`config.mk`:
```
export PLATFORM = sky130hd
export DESIGN_NAME = scaa_top
export DESIGN_NICKNAME = d
export VERILOG_FILES = /design/src/scaa_pkg.sv /design/src/scaa_loc_if.sv /design/src/scaa_cam_loc.sv /design/src/scaa_top.sv
export SDC_FILE = /design/constraint.sdc
export NUM_CORES = 1
export LEC_CHECK = 0
export BUFFER_PORTS_ARGS = -buffer_cell sky130_fd_sc_hd__buf_2
export CORE_ASPECT_RATIO = 0.8
export CORE_UTILIZATION = 45
export CTS_CLUSTER_DIAMETER = 50
export DETAILED_ROUTE_END_ITERATION = 12
export PLACE_DENSITY = 0.75
export SLEW_MARGIN = 20
export SYNTH_ARGS = -nofsm -noshare
export SYNTH_HDL_FRONTEND = slang
export SYNTH_HIERARCHICAL = 1
export SYNTH_SLANG_ARGS = --single-unit
export TNS_END_PERCENT = 100
```
`constraint.sdc`:
```
create_clock -name mclk -period 3 [get_ports mclk]
set_clock_uncertainty 0.05 [all_clocks]
set_input_delay 0.45 -clock mclk [delete_from_list [all_inputs] [get_ports mclk]]
set_output_delay 0.45 -clock mclk [all_outputs]
set_load 0.05 [all_outputs]
```
`src/scaa_pkg.sv`:
```
// constants, field layouts and byte helpers for the security cam access block
// assumes a byte-wide processor port with 5-bit register offsets
package scaa_pkg;

    // register offsets
    localparam logic [4:0] OFF_PORT_SECURITY_CONFIG = 5'h11;
    localparam logic [4:0] OFF_PORT_CAM_BYTE_POINTER = 5'h12;
    localparam logic [4:0] OFF_PORT_CAM_DATA_LOC1 = 5'h13;
    localparam logic [4:0] OFF_PORT_CAM_DATA_LOC2 = 5'h14;
    localparam logic [4:0] OFF_SHARED_VALID_LOW = 5'h16;
    localparam logic [4:0] OFF_SHARED_VALID_SECOND = 5'h17;
    localparam logic [4:0] OFF_SHARED_VALID_THIRD = 5'h18;
    localparam logic [4:0] OFF_SHARED_VALID_FOURTH = 5'h19;

    // configuration fields
    localparam int LEARN_ENABLE_BIT = 0;
    localparam int SECURITY_ENABLE_BIT = 1;
    localparam logic [7:0] CONFIG_WRITE_MASK = 8'h6f;

    // pointer register fields
    localparam int LOC1_PTR_LSB = 0;
    localparam int LOC1_VALID_BIT = 3;
    localparam int LOC2_PTR_LSB = 4;
    localparam int LOC2_VALID_BIT = 7;

    // address layout
    localparam int ADDR_BYTES = 6;
    localparam int ADDR_BITS = 48;
    localparam logic [2:0] PTR_FULL = 3'h6;
    localparam logic [2:0] PTR_FIRST = 3'h0;

    // reset values
    localparam logic [7:0] RESET_BYTE = 8'h00;
    localparam logic [47:0] RESET_ADDR = 48'h0000_0000_0000;

    // byte slot that the next access uses; a full pointer restarts at the first byte
    function automatic logic [2:0] scaa_slot(input logic [2:0] ptr);
        scaa_slot = (ptr >= PTR_FULL) ? PTR_FIRST : ptr;
    endfunction

    // pick one address byte, least significant byte first
    function automatic logic [7:0] scaa_get_byte(input logic [47:0] addr, input logic [2:0] idx);
        logic [7:0] b;
        b = RESET_BYTE;
        for (int i = 0; i < ADDR_BYTES; i++) begin
            if (idx == 3'(i)) begin
                b = addr[i*8 +: 8];
            end
        end
        scaa_get_byte = b;
    endfunction

    // replace one address byte
    function automatic logic [47:0] scaa_put_byte(input logic [47:0] addr, input logic [2:0] idx,
                                                 input logic [7:0] b);
        logic [47:0] a;
        a = addr;
        for (int i = 0; i < ADDR_BYTES; i++) begin
            if (idx == 3'(i)) begin
                a[i*8 +: 8] = b;
            end
        end
        scaa_put_byte = a;
    endfunction

endpackage

```
`src/scaa_loc_if.sv`:
```
// access strobes and state of one port cam location
// assumes both ends run on the same clock
`timescale 1ns/1ps
interface scaa_loc_if;
    logic wr_stb;
    logic rd_stb;
    logic [7:0] wdata;
    logic learn_stb;
    logic [7:0] learn_data;
    logic valid_we;
    logic valid_wdata;
    logic [2:0] ptr;
    logic valid;
    logic [7:0] rdata;
    logic [47:0] addr;

    modport ctrl (output wr_stb, rd_stb, wdata, learn_stb, learn_data, valid_we, valid_wdata,
                  input ptr, valid, rdata, addr);
    modport loc (input wr_stb, rd_stb, wdata, learn_stb, learn_data, valid_we, valid_wdata,
                 output ptr, valid, rdata, addr);
endinterface

```
`src/scaa_cam_loc.sv`:
```
// one port cam location: 48-bit address, byte pointer and valid bit
// assumes at most one of write, read and learn strobes is offered per cycle
`timescale 1ns/1ps
module scaa_cam_loc (
    input wire logic mclk,
    input wire logic reset_n,
    scaa_loc_if.loc lif
);

    logic [47:0] addr;
    logic [2:0] ptr;
    logic valid;
    logic [47:0] next_addr;
    logic [2:0] next_ptr;
    logic next_valid;
    logic [2:0] slot;

    ////////////////////////////////////////////////////////////////////////
    // next state: byte loads advance the pointer, a valid location is locked
    always_comb begin
        slot = scaa_pkg::scaa_slot(ptr);
        next_addr = addr;
        next_ptr = ptr;
        next_valid = valid;
        if (lif.valid_we) begin
            next_valid = lif.valid_wdata;
        end
        if (lif.wr_stb) begin
            if (!valid) begin
                next_addr = scaa_pkg::scaa_put_byte(addr, slot, lif.wdata);
                next_ptr = slot + 3'h1;
            end
        end else if (lif.rd_stb) begin
            next_ptr = slot + 3'h1; // reads walk the bytes too
        end else if (lif.learn_stb && !valid) begin
            next_addr = scaa_pkg::scaa_put_byte(addr, slot, lif.learn_data);
            next_ptr = slot + 3'h1;
        end
    end

    ////////////////////////////////////////////////////////////////////////
    // state registers, all cleared at reset
    always_ff @(posedge mclk or negedge reset_n) begin
        if (!reset_n) begin
            addr <= scaa_pkg::RESET_ADDR;
            ptr <= scaa_pkg::PTR_FIRST;
            valid <= 1'b0;
        end else begin
            addr <= next_addr;
            ptr <= next_ptr;
            valid <= next_valid;
        end
    end

    ////////////////////////////////////////////////////////////////////////
    // state seen by the controller
    assign lif.ptr = ptr;
    assign lif.valid = valid;
    assign lif.addr = addr;
    assign lif.rdata = scaa_pkg::scaa_get_byte(addr, slot);

endmodule

```
`src/scaa_top.sv`:
```
// register access for the port and shared station-address cams of one port
// assumes a byte-wide processor port with single-cycle read and write strobes on mclk
`timescale 1ns/1ps

// Operation
// each port cam location keeps a byte pointer that steps by one for every byte loaded.
// the pointer picks the byte that the next data access uses and reads back in the pointer register.
// software sets a location's valid bit once all six bytes are stored, protecting it from overwrite.
// while learning is enabled, captured address bytes step the pointer so software can see a learned address.
// the pointer register holds location 1 pointer in D2-D0 with valid in D3, location 2 in D6-D4 with valid in D7.
// a location valid bit of 0 means no valid address, 1 means a valid address.
// a 48-bit address moves in six byte accesses, least significant byte first.
// shared cams 1-8, 9-16 and 17-24 have valid bits D0-D7 at offsets 16H, 17H and 18H in ascending order.
// with security enabled only shared cams whose valid bit is 1 take part in comparison.
// software reads a shared validation register before writing it and changes only its own bits.
// configuration bit D0 enables learning for the port cams and bit D1 enables security mode.
// shared cams 25-32 have valid bits D0-D7 at offset 19H with the same meaning.
// reset clears all pointers and all port and shared valid bits.
module scaa_top #(
    parameter int SHARED_CAMS = 32
) (
    input wire logic mclk,
    input wire logic reset_n,
    input wire logic [4:0] proc_addr,
    input wire logic [7:0] proc_wdata,
    input wire logic proc_write,
    input wire logic proc_read,
    output logic [7:0] proc_rdata,
    input wire logic learn_byte_stb,
    input wire logic [7:0] learn_byte,
    output logic learn_enable,
    output logic security_enable,
    output logic [1:0] port_compare_enable,
    output logic [95:0] port_cam_address,
    output logic [SHARED_CAMS-1:0] shared_compare_enable
);

    logic [7:0] config_reg;
    logic [7:0] next_config_reg;
    logic [SHARED_CAMS-1:0] shared_valid;
    logic [SHARED_CAMS-1:0] next_shared_valid;
    logic [7:0] next_proc_rdata;
    logic [7:0] pointer_view;
    logic [1:0] learn_target;

    scaa_loc_if loc_bus [2] ();

    ////////////////////////////////////////////////////////////////////////
    // the two port cam locations
    genvar g;
    generate
        for (g = 0; g < 2; g++) begin : gen_loc
            localparam logic [4:0] DATA_OFF = (g == 0) ? scaa_pkg::OFF_PORT_CAM_DATA_LOC1
                                                       : scaa_pkg::OFF_PORT_CAM_DATA_LOC2;
            localparam int VALID_BIT = (g == 0) ? scaa_pkg::LOC1_VALID_BIT : scaa_pkg::LOC2_VALID_BIT;

            // processor strobes for this location's data register
            assign loc_bus[g].wr_stb = proc_write && (proc_addr == DATA_OFF);
            assign loc_bus[g].rd_stb = proc_read && (proc_addr == DATA_OFF);
            assign loc_bus[g].wdata = proc_wdata;
            // valid bit written through the pointer register
            assign loc_bus[g].valid_we = proc_write && (proc_addr == scaa_pkg::OFF_PORT_CAM_BYTE_POINTER);
            assign loc_bus[g].valid_wdata = proc_wdata[VALID_BIT];
            // learned bytes go only to the chosen location
            assign loc_bus[g].learn_stb = learn_byte_stb && learn_enable && learn_target[g];
            assign loc_bus[g].learn_data = learn_byte;

            scaa_cam_loc u_loc (
                .mclk(mclk),
                .reset_n(reset_n),
                .lif(loc_bus[g])
            );

            // address and comparison qualifier for the comparator
            assign port_cam_address[g*48 +: 48] = loc_bus[g].addr;
            assign port_compare_enable[g] = security_enable && loc_bus[g].valid;
        end
    endgenerate

    ////////////////////////////////////////////////////////////////////////
    // learning fills location 1 first, then location 2, never a valid or full one
    always_comb begin
        learn_target = 2'b00;
        if (!loc_bus[0].valid && loc_bus[0].ptr != scaa_pkg::PTR_FULL) begin
            learn_target = 2'b01;
        end else if (!loc_bus[1].valid && loc_bus[1].ptr != scaa_pkg::PTR_FULL) begin
            learn_target = 2'b10;
        end
    end

    ////////////////////////////////////////////////////////////////////////
    // pointer register view
    always_comb begin
        pointer_view = scaa_pkg::RESET_BYTE;
        pointer_view[scaa_pkg::LOC1_PTR_LSB +: 3] = loc_bus[0].ptr;
        pointer_view[scaa_pkg::LOC1_VALID_BIT] = loc_bus[0].valid;
        pointer_view[scaa_pkg::LOC2_PTR_LSB +: 3] = loc_bus[1].ptr;
        pointer_view[scaa_pkg::LOC2_VALID_BIT] = loc_bus[1].valid;
    end

    ////////////////////////////////////////////////////////////////////////
    // shared validation register decode, used by the write and the read path
    function automatic logic scaa_shared_hit(input logic [4:0] addr, input int r);
        scaa_shared_hit = (addr == scaa_pkg::OFF_SHARED_VALID_LOW + 5'(r));
    endfunction

    ////////////////////////////////////////////////////////////////////////
    // configuration and shared valid registers, next values
    always_comb begin
        next_config_reg = config_reg;
        next_shared_valid = shared_valid;
        if (proc_write) begin
            if (proc_addr == scaa_pkg::OFF_PORT_SECURITY_CONFIG) begin
                next_config_reg = proc_wdata & scaa_pkg::CONFIG_WRITE_MASK;
            end
            // each validation register owns eight shared cams in ascending order
            for (int r = 0; r < SHARED_CAMS / 8; r++) begin
                if (scaa_shared_hit(proc_addr, r)) begin
                    next_shared_valid[r*8 +: 8] = proc_wdata;
                end
            end
        end
    end

    ////////////////////////////////////////////////////////////////////////
    // read data mux, registered one cycle after the read strobe
    always_comb begin
        next_proc_rdata = proc_rdata;
        if (proc_read) begin
            next_proc_rdata = scaa_pkg::RESET_BYTE; // unmapped offsets read zero
            case (proc_addr)
                scaa_pkg::OFF_PORT_SECURITY_CONFIG: begin
                    next_proc_rdata = config_reg;
                end
                scaa_pkg::OFF_PORT_CAM_BYTE_POINTER: begin
                    next_proc_rdata = pointer_view;
                end
                scaa_pkg::OFF_PORT_CAM_DATA_LOC1: begin
                    next_proc_rdata = loc_bus[0].rdata;
                end
                scaa_pkg::OFF_PORT_CAM_DATA_LOC2: begin
                    next_proc_rdata = loc_bus[1].rdata;
                end
                default: begin
                    for (int r = 0; r < SHARED_CAMS / 8; r++) begin
                        if (scaa_shared_hit(proc_addr, r)) begin
                            next_proc_rdata = shared_valid[r*8 +: 8];
                        end
                    end
                end
            endcase
        end
    end

    ////////////////////////////////////////////////////////////////////////
    // register bank flops
    always_ff @(posedge mclk or negedge reset_n) begin
        if (!reset_n) begin
            config_reg <= scaa_pkg::RESET_BYTE;
            shared_valid <= '0;
            proc_rdata <= scaa_pkg::RESET_BYTE;
        end else begin
            config_reg <= next_config_reg;
            shared_valid <= next_shared_valid;
            proc_rdata <= next_proc_rdata;
        end
    end

    ////////////////////////////////////////////////////////////////////////
    // mode outputs and shared comparison qualifiers
    assign learn_enable = config_reg[scaa_pkg::LEARN_ENABLE_BIT];
    assign security_enable = config_reg[scaa_pkg::SECURITY_ENABLE_BIT];
    assign shared_compare_enable = security_enable ? shared_valid : '0;

endmodule

```
==> metrics.txt, run 1 <==
Final Cycle Share=approximately nine tenths; CP Data Arrival Time=3.01 ns; antenna violations before repair=2; # clock sinks=150; Starting Density=a little under half; Finished Layout Cells=1262; Max-cap violations=0; DR vias=7561; area delta synth->final=19.25%; Post-route DRC=0; Post-synth EDFFs=0; Most flops, register=gen_loc.u_loc/lif.addr; syn avg cell area=between 9 and 10 um^2; worst skew pair latency=between 0.4 and 0.5 ns; Slowest-stage cell, CP=or4b_1; f_max=0.3637 GHz; Post-Synthesis Cells=855; H-tree levels=4; final antenna-violating net count=0; Final setup viols=0; Crit path largest cell delay=between 0.4 and 0.5 ns; Horiz. Die Dim=154.5 um; first-pass GRT wire length=39220 um; total CTS buffers=17; biggest regs=gen_loc.u_loc/lif.addr (96), shared_valid (32), proc_rdata (8); unrepaired setup endpoints after global routing=false; post-CTS setup buffer count=0; Root Buffer=clkbuf_16; Slew Viols, Final=0; # nets final=1045; Routed WL=roughly 26000 um; Initial DRC Count=802; Core Box Area=18170 um^2; Worst setup SP type=flop; run status=finished, final reports clean; Synth Flop Type=dfrtp_1; Total Die Area=between 15000 and 20000 um^2; Crit Path Max Fanout=12; required time of the critical path=3.26 ns; GR Overflow Total=0; Worst slew margin=a little under half; Layout Utilization=54.99%; number of synthesis warnings=6; Hold/Removal Path Class=in -> reg; share of layout cells above drive strength 1=30.87%; buffers added on ports=between 150 and 200; clk slew on worst S/H paths=0.06 ns; crit-path cells=and2b_4 > inv_2 > ha_1 > buf_4 > nand3_1 > o221ai_1 > or4b_1 > a2bb2oi_1 > a311oi_1 > a211oi_1; largest net degree at the start of global routing=61; Die Y=124.0 um; Ports=between 150 and 200; drt wl/cell=20.32 um; Pleak=between 4 and 5 nW; Synth Cell Area=8377 um^2; CTS tree=done; final hold viol count=0; gr usage total=27.11%; placed insts=1226; Setup crit end kind=flop; Syn Nets=883; Setup CP Type=reg -> reg; row cnt=44; vias in the first global route=6898; ys async rst share=between 90% and 100%; setup TNS=0 ns; max FFs per register=96; FF+latch count, synth=150; via/cell ratio=approximately 6.0; Synth cell types=63; post-route minimum period=2.750 ns; Final HPWL DP=18790 um; CTS max path bufs=2; share of the yosys chip area belonging to registers=44.81%; pwr/cell area=905.1 nW/um^2; Initial DRT Pass Iterations=5; VDD IR-drop max=just under 0.4 mV; gpl congestion=0.9756; Least-Margin Pin Slew=0.7846 ns
==> area by class of cell <==
cell class              count  area, um^2
multi-input cells         621        4078
fillers                  1635        8178
flip-flops and latches    150        3754
diodes                      2       5.005
repair buffers            209        1177
inverters                  18       67.56
clock inverters            13       167.7
clock buffers              19       452.9
well taps                 230       287.8
==> metrics by stage <==
| step | setup slack (ns) | hold WS, ns | power (mW) | area, um^2 |
|---|---|---|---|---|
| 6_report | 0.2502 | 0.3149 | 9.042 | 9990 |
| 4_1_cts | 0.2075 | 0.2898 | 9.018 | 9973 |
| 5_1_grt | 0.01002 | 0.3056 | 9.477 | 9990 |
| 3_5_place_dp | 0.2190 | 0.4029 | 6.750 | 9343 |
| 3_3_place_gp | 0.3507 | 0.4052 | 6.679 | 9343 |
| 2_1_floorplan | 0.1836 | 0.1044 | 5.852 | 8377 |
==> per-layer routing <==
metal	routed length, um	vias to the layer above	track usage (%)	share of wire [%]
met4	567	0	9.777	2.2
met2	11560	363	40.47	45
met3	2229	40	7.550	8.7
li1	-	3441	-	-
met5	0	-	0	0
met1	11280	3717	37.68	44
==> power breakdown <==
| group | internal (mW) | total, mW | leakage [nW] | switching (mW) |
|---|---|---|---|---|
| clock network | 1.36 | 2.25 | 0.301 | 0.891 |
| logic | 1.19 | 3.90 | 2.37 | 2.71 |
| registers | 2.45 | 2.89 | 2.00 | 0.442 |
==> worst max-delay path: cells and delay by family, from the launching register on <==
| family | cells | cell delay (ns) |
|---|---|---|
| flip-flops | 1 | 0.42 |
| adder cells (fa/ha/maj) | 1 | 0.34 |
| buffers and inverters | 2 | 0.28 |
| AO/OA/AOI/OAI | 4 | 0.62 |
| AND/OR/NAND/NOR | 3 | 0.92 |
==> cell usage after synthesis (all sizes together) (2+ instances only) <==
cell type	count	area (um^2)
o2111ai	2	30.03
a32oi	8	70.07
o2111a	2	40.04
and3	6	37.54
nand2b	24	152.6
nor2	50	207.7
a211oi	9	67.56
and2	37	231.5
o211ai	8	70.06
a221oi	2	17.52
mux2i	30	300.3
nor2b	15	108.9
nand3b	3	22.52
clkbuf	11	41.29
inv	18	67.56
nand3	27	135.1
a311oi	7	61.31
dfrtp	150	3754
o21a	10	75.07
o221ai	10	100.1
nor3	11	55.05
a31oi	3	18.77
or3	3	28.78
nor4	4	25.02
ha	2	25.02
mux2	39	439.2
and2b	2	20.02
a21boi	8	60.06
a32o	8	80.08
o21ai	104	520.5
nor3b	15	132.6
nand2	89	334.1
buf	55	446.7
o22ai	10	62.56
a21oi	36	195.2
or4b	3	33.78
and3b	2	17.52
a2111oi	22	202.7
==> what timing repair did <==
| action | CTS | global route |
|---|---|---|
| endpoints found under the setup margin | 0 | 3 |
| hold buffers | 1 | 0 |
| gates resized for setup | 0 | 2 |
| endpoints found under the hold margin | 56 | 0 |
==> cells in the final DEF, fill, tap and decap left out, types with 14 or more instances in the layout <==
cell type / synthesis / final
a21oi_1: 32 / 32
and2_1: 37 / 37
buf_2: 24 / 164
buf_4: 8 / 41
clkbuf_16: 0 / 17
dfrtp_1: 150 / 150
inv_1: 14 / 14
mux2_2: 39 / 39
mux2i_1: 30 / 30
nand2_1: 89 / 89
nand2b_1: 23 / 23
nand3_1: 27 / 27
nor2_1: 42 / 42
o21ai_0: 71 / 71
o21ai_1: 33 / 33
==> logic make-up (layout without fill, tap and decap cells) <==
group	count (synthesis)	in the layout	synth area share [%]
compound gates	252	252	20.25
flops	150	150	44.81
simple gates	298	298	19.18
fa+ha+maj	2	2	0.2987
mux	69	69	8.827
other cells	0	2	0
buf+inv	84	259	6.632
==> path summary, 6_finish.rpt <==
path                                             startpoint                           end  slack (ns)  cells past startpoint
worst max-delay path            gen_loc[1].u_loc/lif.ptr[1]                 proc_rdata[4]        0.25                     10
worst min-delay path                          proc_wdata[4]              shared_valid[12]        0.31                      2
worst max register to register  gen_loc[1].u_loc/lif.ptr[1]                 proc_rdata[4]        0.25                     10
worst min register to register                config_reg[5]                 config_reg[5]        0.46                      1
max in group asynchronous                           reset_n                 proc_rdata[7]        1.53                      3
min in group asynchronous                           reset_n  gen_loc[1].u_loc/lif.addr[1]        0.50                      2
(Power assumes the default switching activity.)
==> run 2, diff against run 1 <==
--- a/config.mk
+++ b/config.mk
@@ -10,7 +10,7 @@
 export CORE_UTILIZATION = 45
 export CTS_CLUSTER_DIAMETER = 50
 export DETAILED_ROUTE_END_ITERATION = 12
-export PLACE_DENSITY = 0.75
+export PLACE_DENSITY = 0.7
 export SLEW_MARGIN = 20
 export SYNTH_ARGS = -nofsm -noshare
 export SYNTH_HDL_FRONTEND = slang
==> run 2 against run 1 <==
  * The run now ends with hold timing left
  * Non-clock buffer count down 5
  * Register-to-register slack about the same
  * Highest routed layer is now met5
  * Global-route usage down 0.58 points
==> metrics.txt, run 2 (same netlist as run 1, synthesis figures left out) <==
run status=complete, but fails checks; failing checks=hold timing; post-CTS setup buffer count=0; Critical Path Source=gen_loc[1].u_loc/lif.ptr[2]; gpl congestion=between 0.9 and 1; antenna violations before repair=0; biggest regs=gen_loc.u_loc/lif.addr (96), shared_valid (32), proc_rdata (8); Pleak=4.630 nW; Slowest-stage cell, CP=a2111oi_1; Reg2Reg Depth=9; Least-Margin Pin Slew=1.139 ns; setup slack, reg-to-reg=0.24 ns; vias in the first global route=6672; post-CTS resize count=1; share of layout cells above drive strength 1=30.73%; FF-to-FF Start=gen_loc[1].u_loc/lif.ptr[2]; Layout Utilization=54.49%; Worst setup SP type=flop; Starting Density=46.11%; Ports=166; most frequent cells in the layout=164 x buf_2, 150 x dfrtp_1, 89 x nand2_1, 71 x o21ai_0, 42 x nor2_1; Setup CP Type=reg -> reg; required time of the critical path=between 3 and 4 ns; f_max=about 0.36 GHz; Final setup viols=0; total CTS buffers=17; pwr/cell area=897.4 nW/um^2; first-pass GRT wire length=38270 um; crit-path cells=and2b_4 > inv_2 > ha_2 > a2111oi_0 > a2111oi_1 > inv_1 > nor4_1 > a2111oi_2 > a311oi_1; CTS tree=done; Setup crit end kind=flop; Die Y=~120 um; post-route minimum period=2.761 ns; Inserted Diodes=0; # nets final=1040; cts hold-fix bufs=0; max FFs per register=96; row cnt=44; Crit path largest cell delay=0.50 ns; Core Box Area=~18000 um^2; DR vias=7306; Root Buffer=clkbuf_16; Routed WL=25270 um; via/cell ratio=about 5.8; final antenna-violating net count=0; VDD IR-drop max=0.4033 mV; final hold viol count=1; Hold/Removal Path Class=in -> async; setup TNS=0 ns; GR Overflow Total=0; Hold WS=-0.002632 ns; CP Data Arrival Time=3.04 ns; Buffers & Inverters on Critical Path=2; Total Die Area=19170 um^2; largest net degree at the start of global routing=76; worst flop-to-flop path endpoint=proc_rdata[5]; most common cell after layout, fill and taps aside=buf_2; Crit Path Max Fanout=13; drt wl/cell=a little over 20 um; buffers added on ports=165; Horiz. Die Dim=approximately 150 um; CP delay by family, top=compound AO/OA/AOI/OAI gates; H-tree levels=4; Final HPWL DP=18350 um; area delta synth->final=18.18%; # clock sinks=150; worst skew pair latency=0.43 ns; Initial DRT Pass Iterations=5; CTS max path bufs=2; Most flops, register=gen_loc.u_loc/lif.addr; Worst slew margin=between 20% and 30%; gr usage total=26.53%; Initial DRC Count=562; Max-cap violations=0; Post-route DRC=0; clk slew on worst S/H paths=about 0.070 ns; unrepaired setup endpoints after global routing=false; Final Cycle Share=92.02%; Slew Viols, Final=0
-- run 2: cell types whose count changed in the layout (fill, tap and decap cells not counted), sizes merged --
cell	change
dlygate4sd3	-1
bufinv	-1
diode	-2
buf	-4
clkbuf	-1
clkinv	+6
inv	-4
-- run 2: per-stage QoR --
step                      instance area [um^2]  setup WS (ns)  power [mW]  std cells
after global routing                      9899        0.09594       9.319       1255
after detailed placement                  9313       -0.03235       6.779       1222
after CTS                                 9879        0.05463       8.860       1254
final                                     9899         0.2393       8.884       1255
after global placement                    9313        0.08179       6.735       1222
after floorplan                           8377         0.1836       5.852        855
-- run 2: report_power, final --
group          switching [mW]  internal, mW
clock                   0.859          1.21
sequential              0.417          2.45
combinational            2.76          1.18
total                    4.04          4.84
-- run 2: area by class of cell --
class	count	area, um^2
sequential	150	3754
tap	230	287.8
fill	1625	8268
timing repair buffer	204	1137
multi-input combinational	621	4088
inverter	18	67.56
clock buffer	18	429.2
clock inverter	14	136.4
-- run 2: how the worst max path moves through the flow --
stage | endpoint | cells past startpoint
floorplan | proc_rdata[4] | 14
global placement | proc_rdata[5] | 8
detailed placement | proc_rdata[5] | 8
CTS | proc_rdata[5] | 8
global route | proc_rdata[2] | 11
finish | proc_rdata[5] | 9
-- run 2: routing by layer --
metal / up-vias / part of all wire [%] / GRT usage (%)
met3: 46 / 6.8 / 6.437
met5: - / 0.30 / 2.910
li1: 3426 / - / -
met4: 2 / 2.5 / 10.77
met1: 3564 / 46 / 36.96
met2: 268 / 44 / 39.39
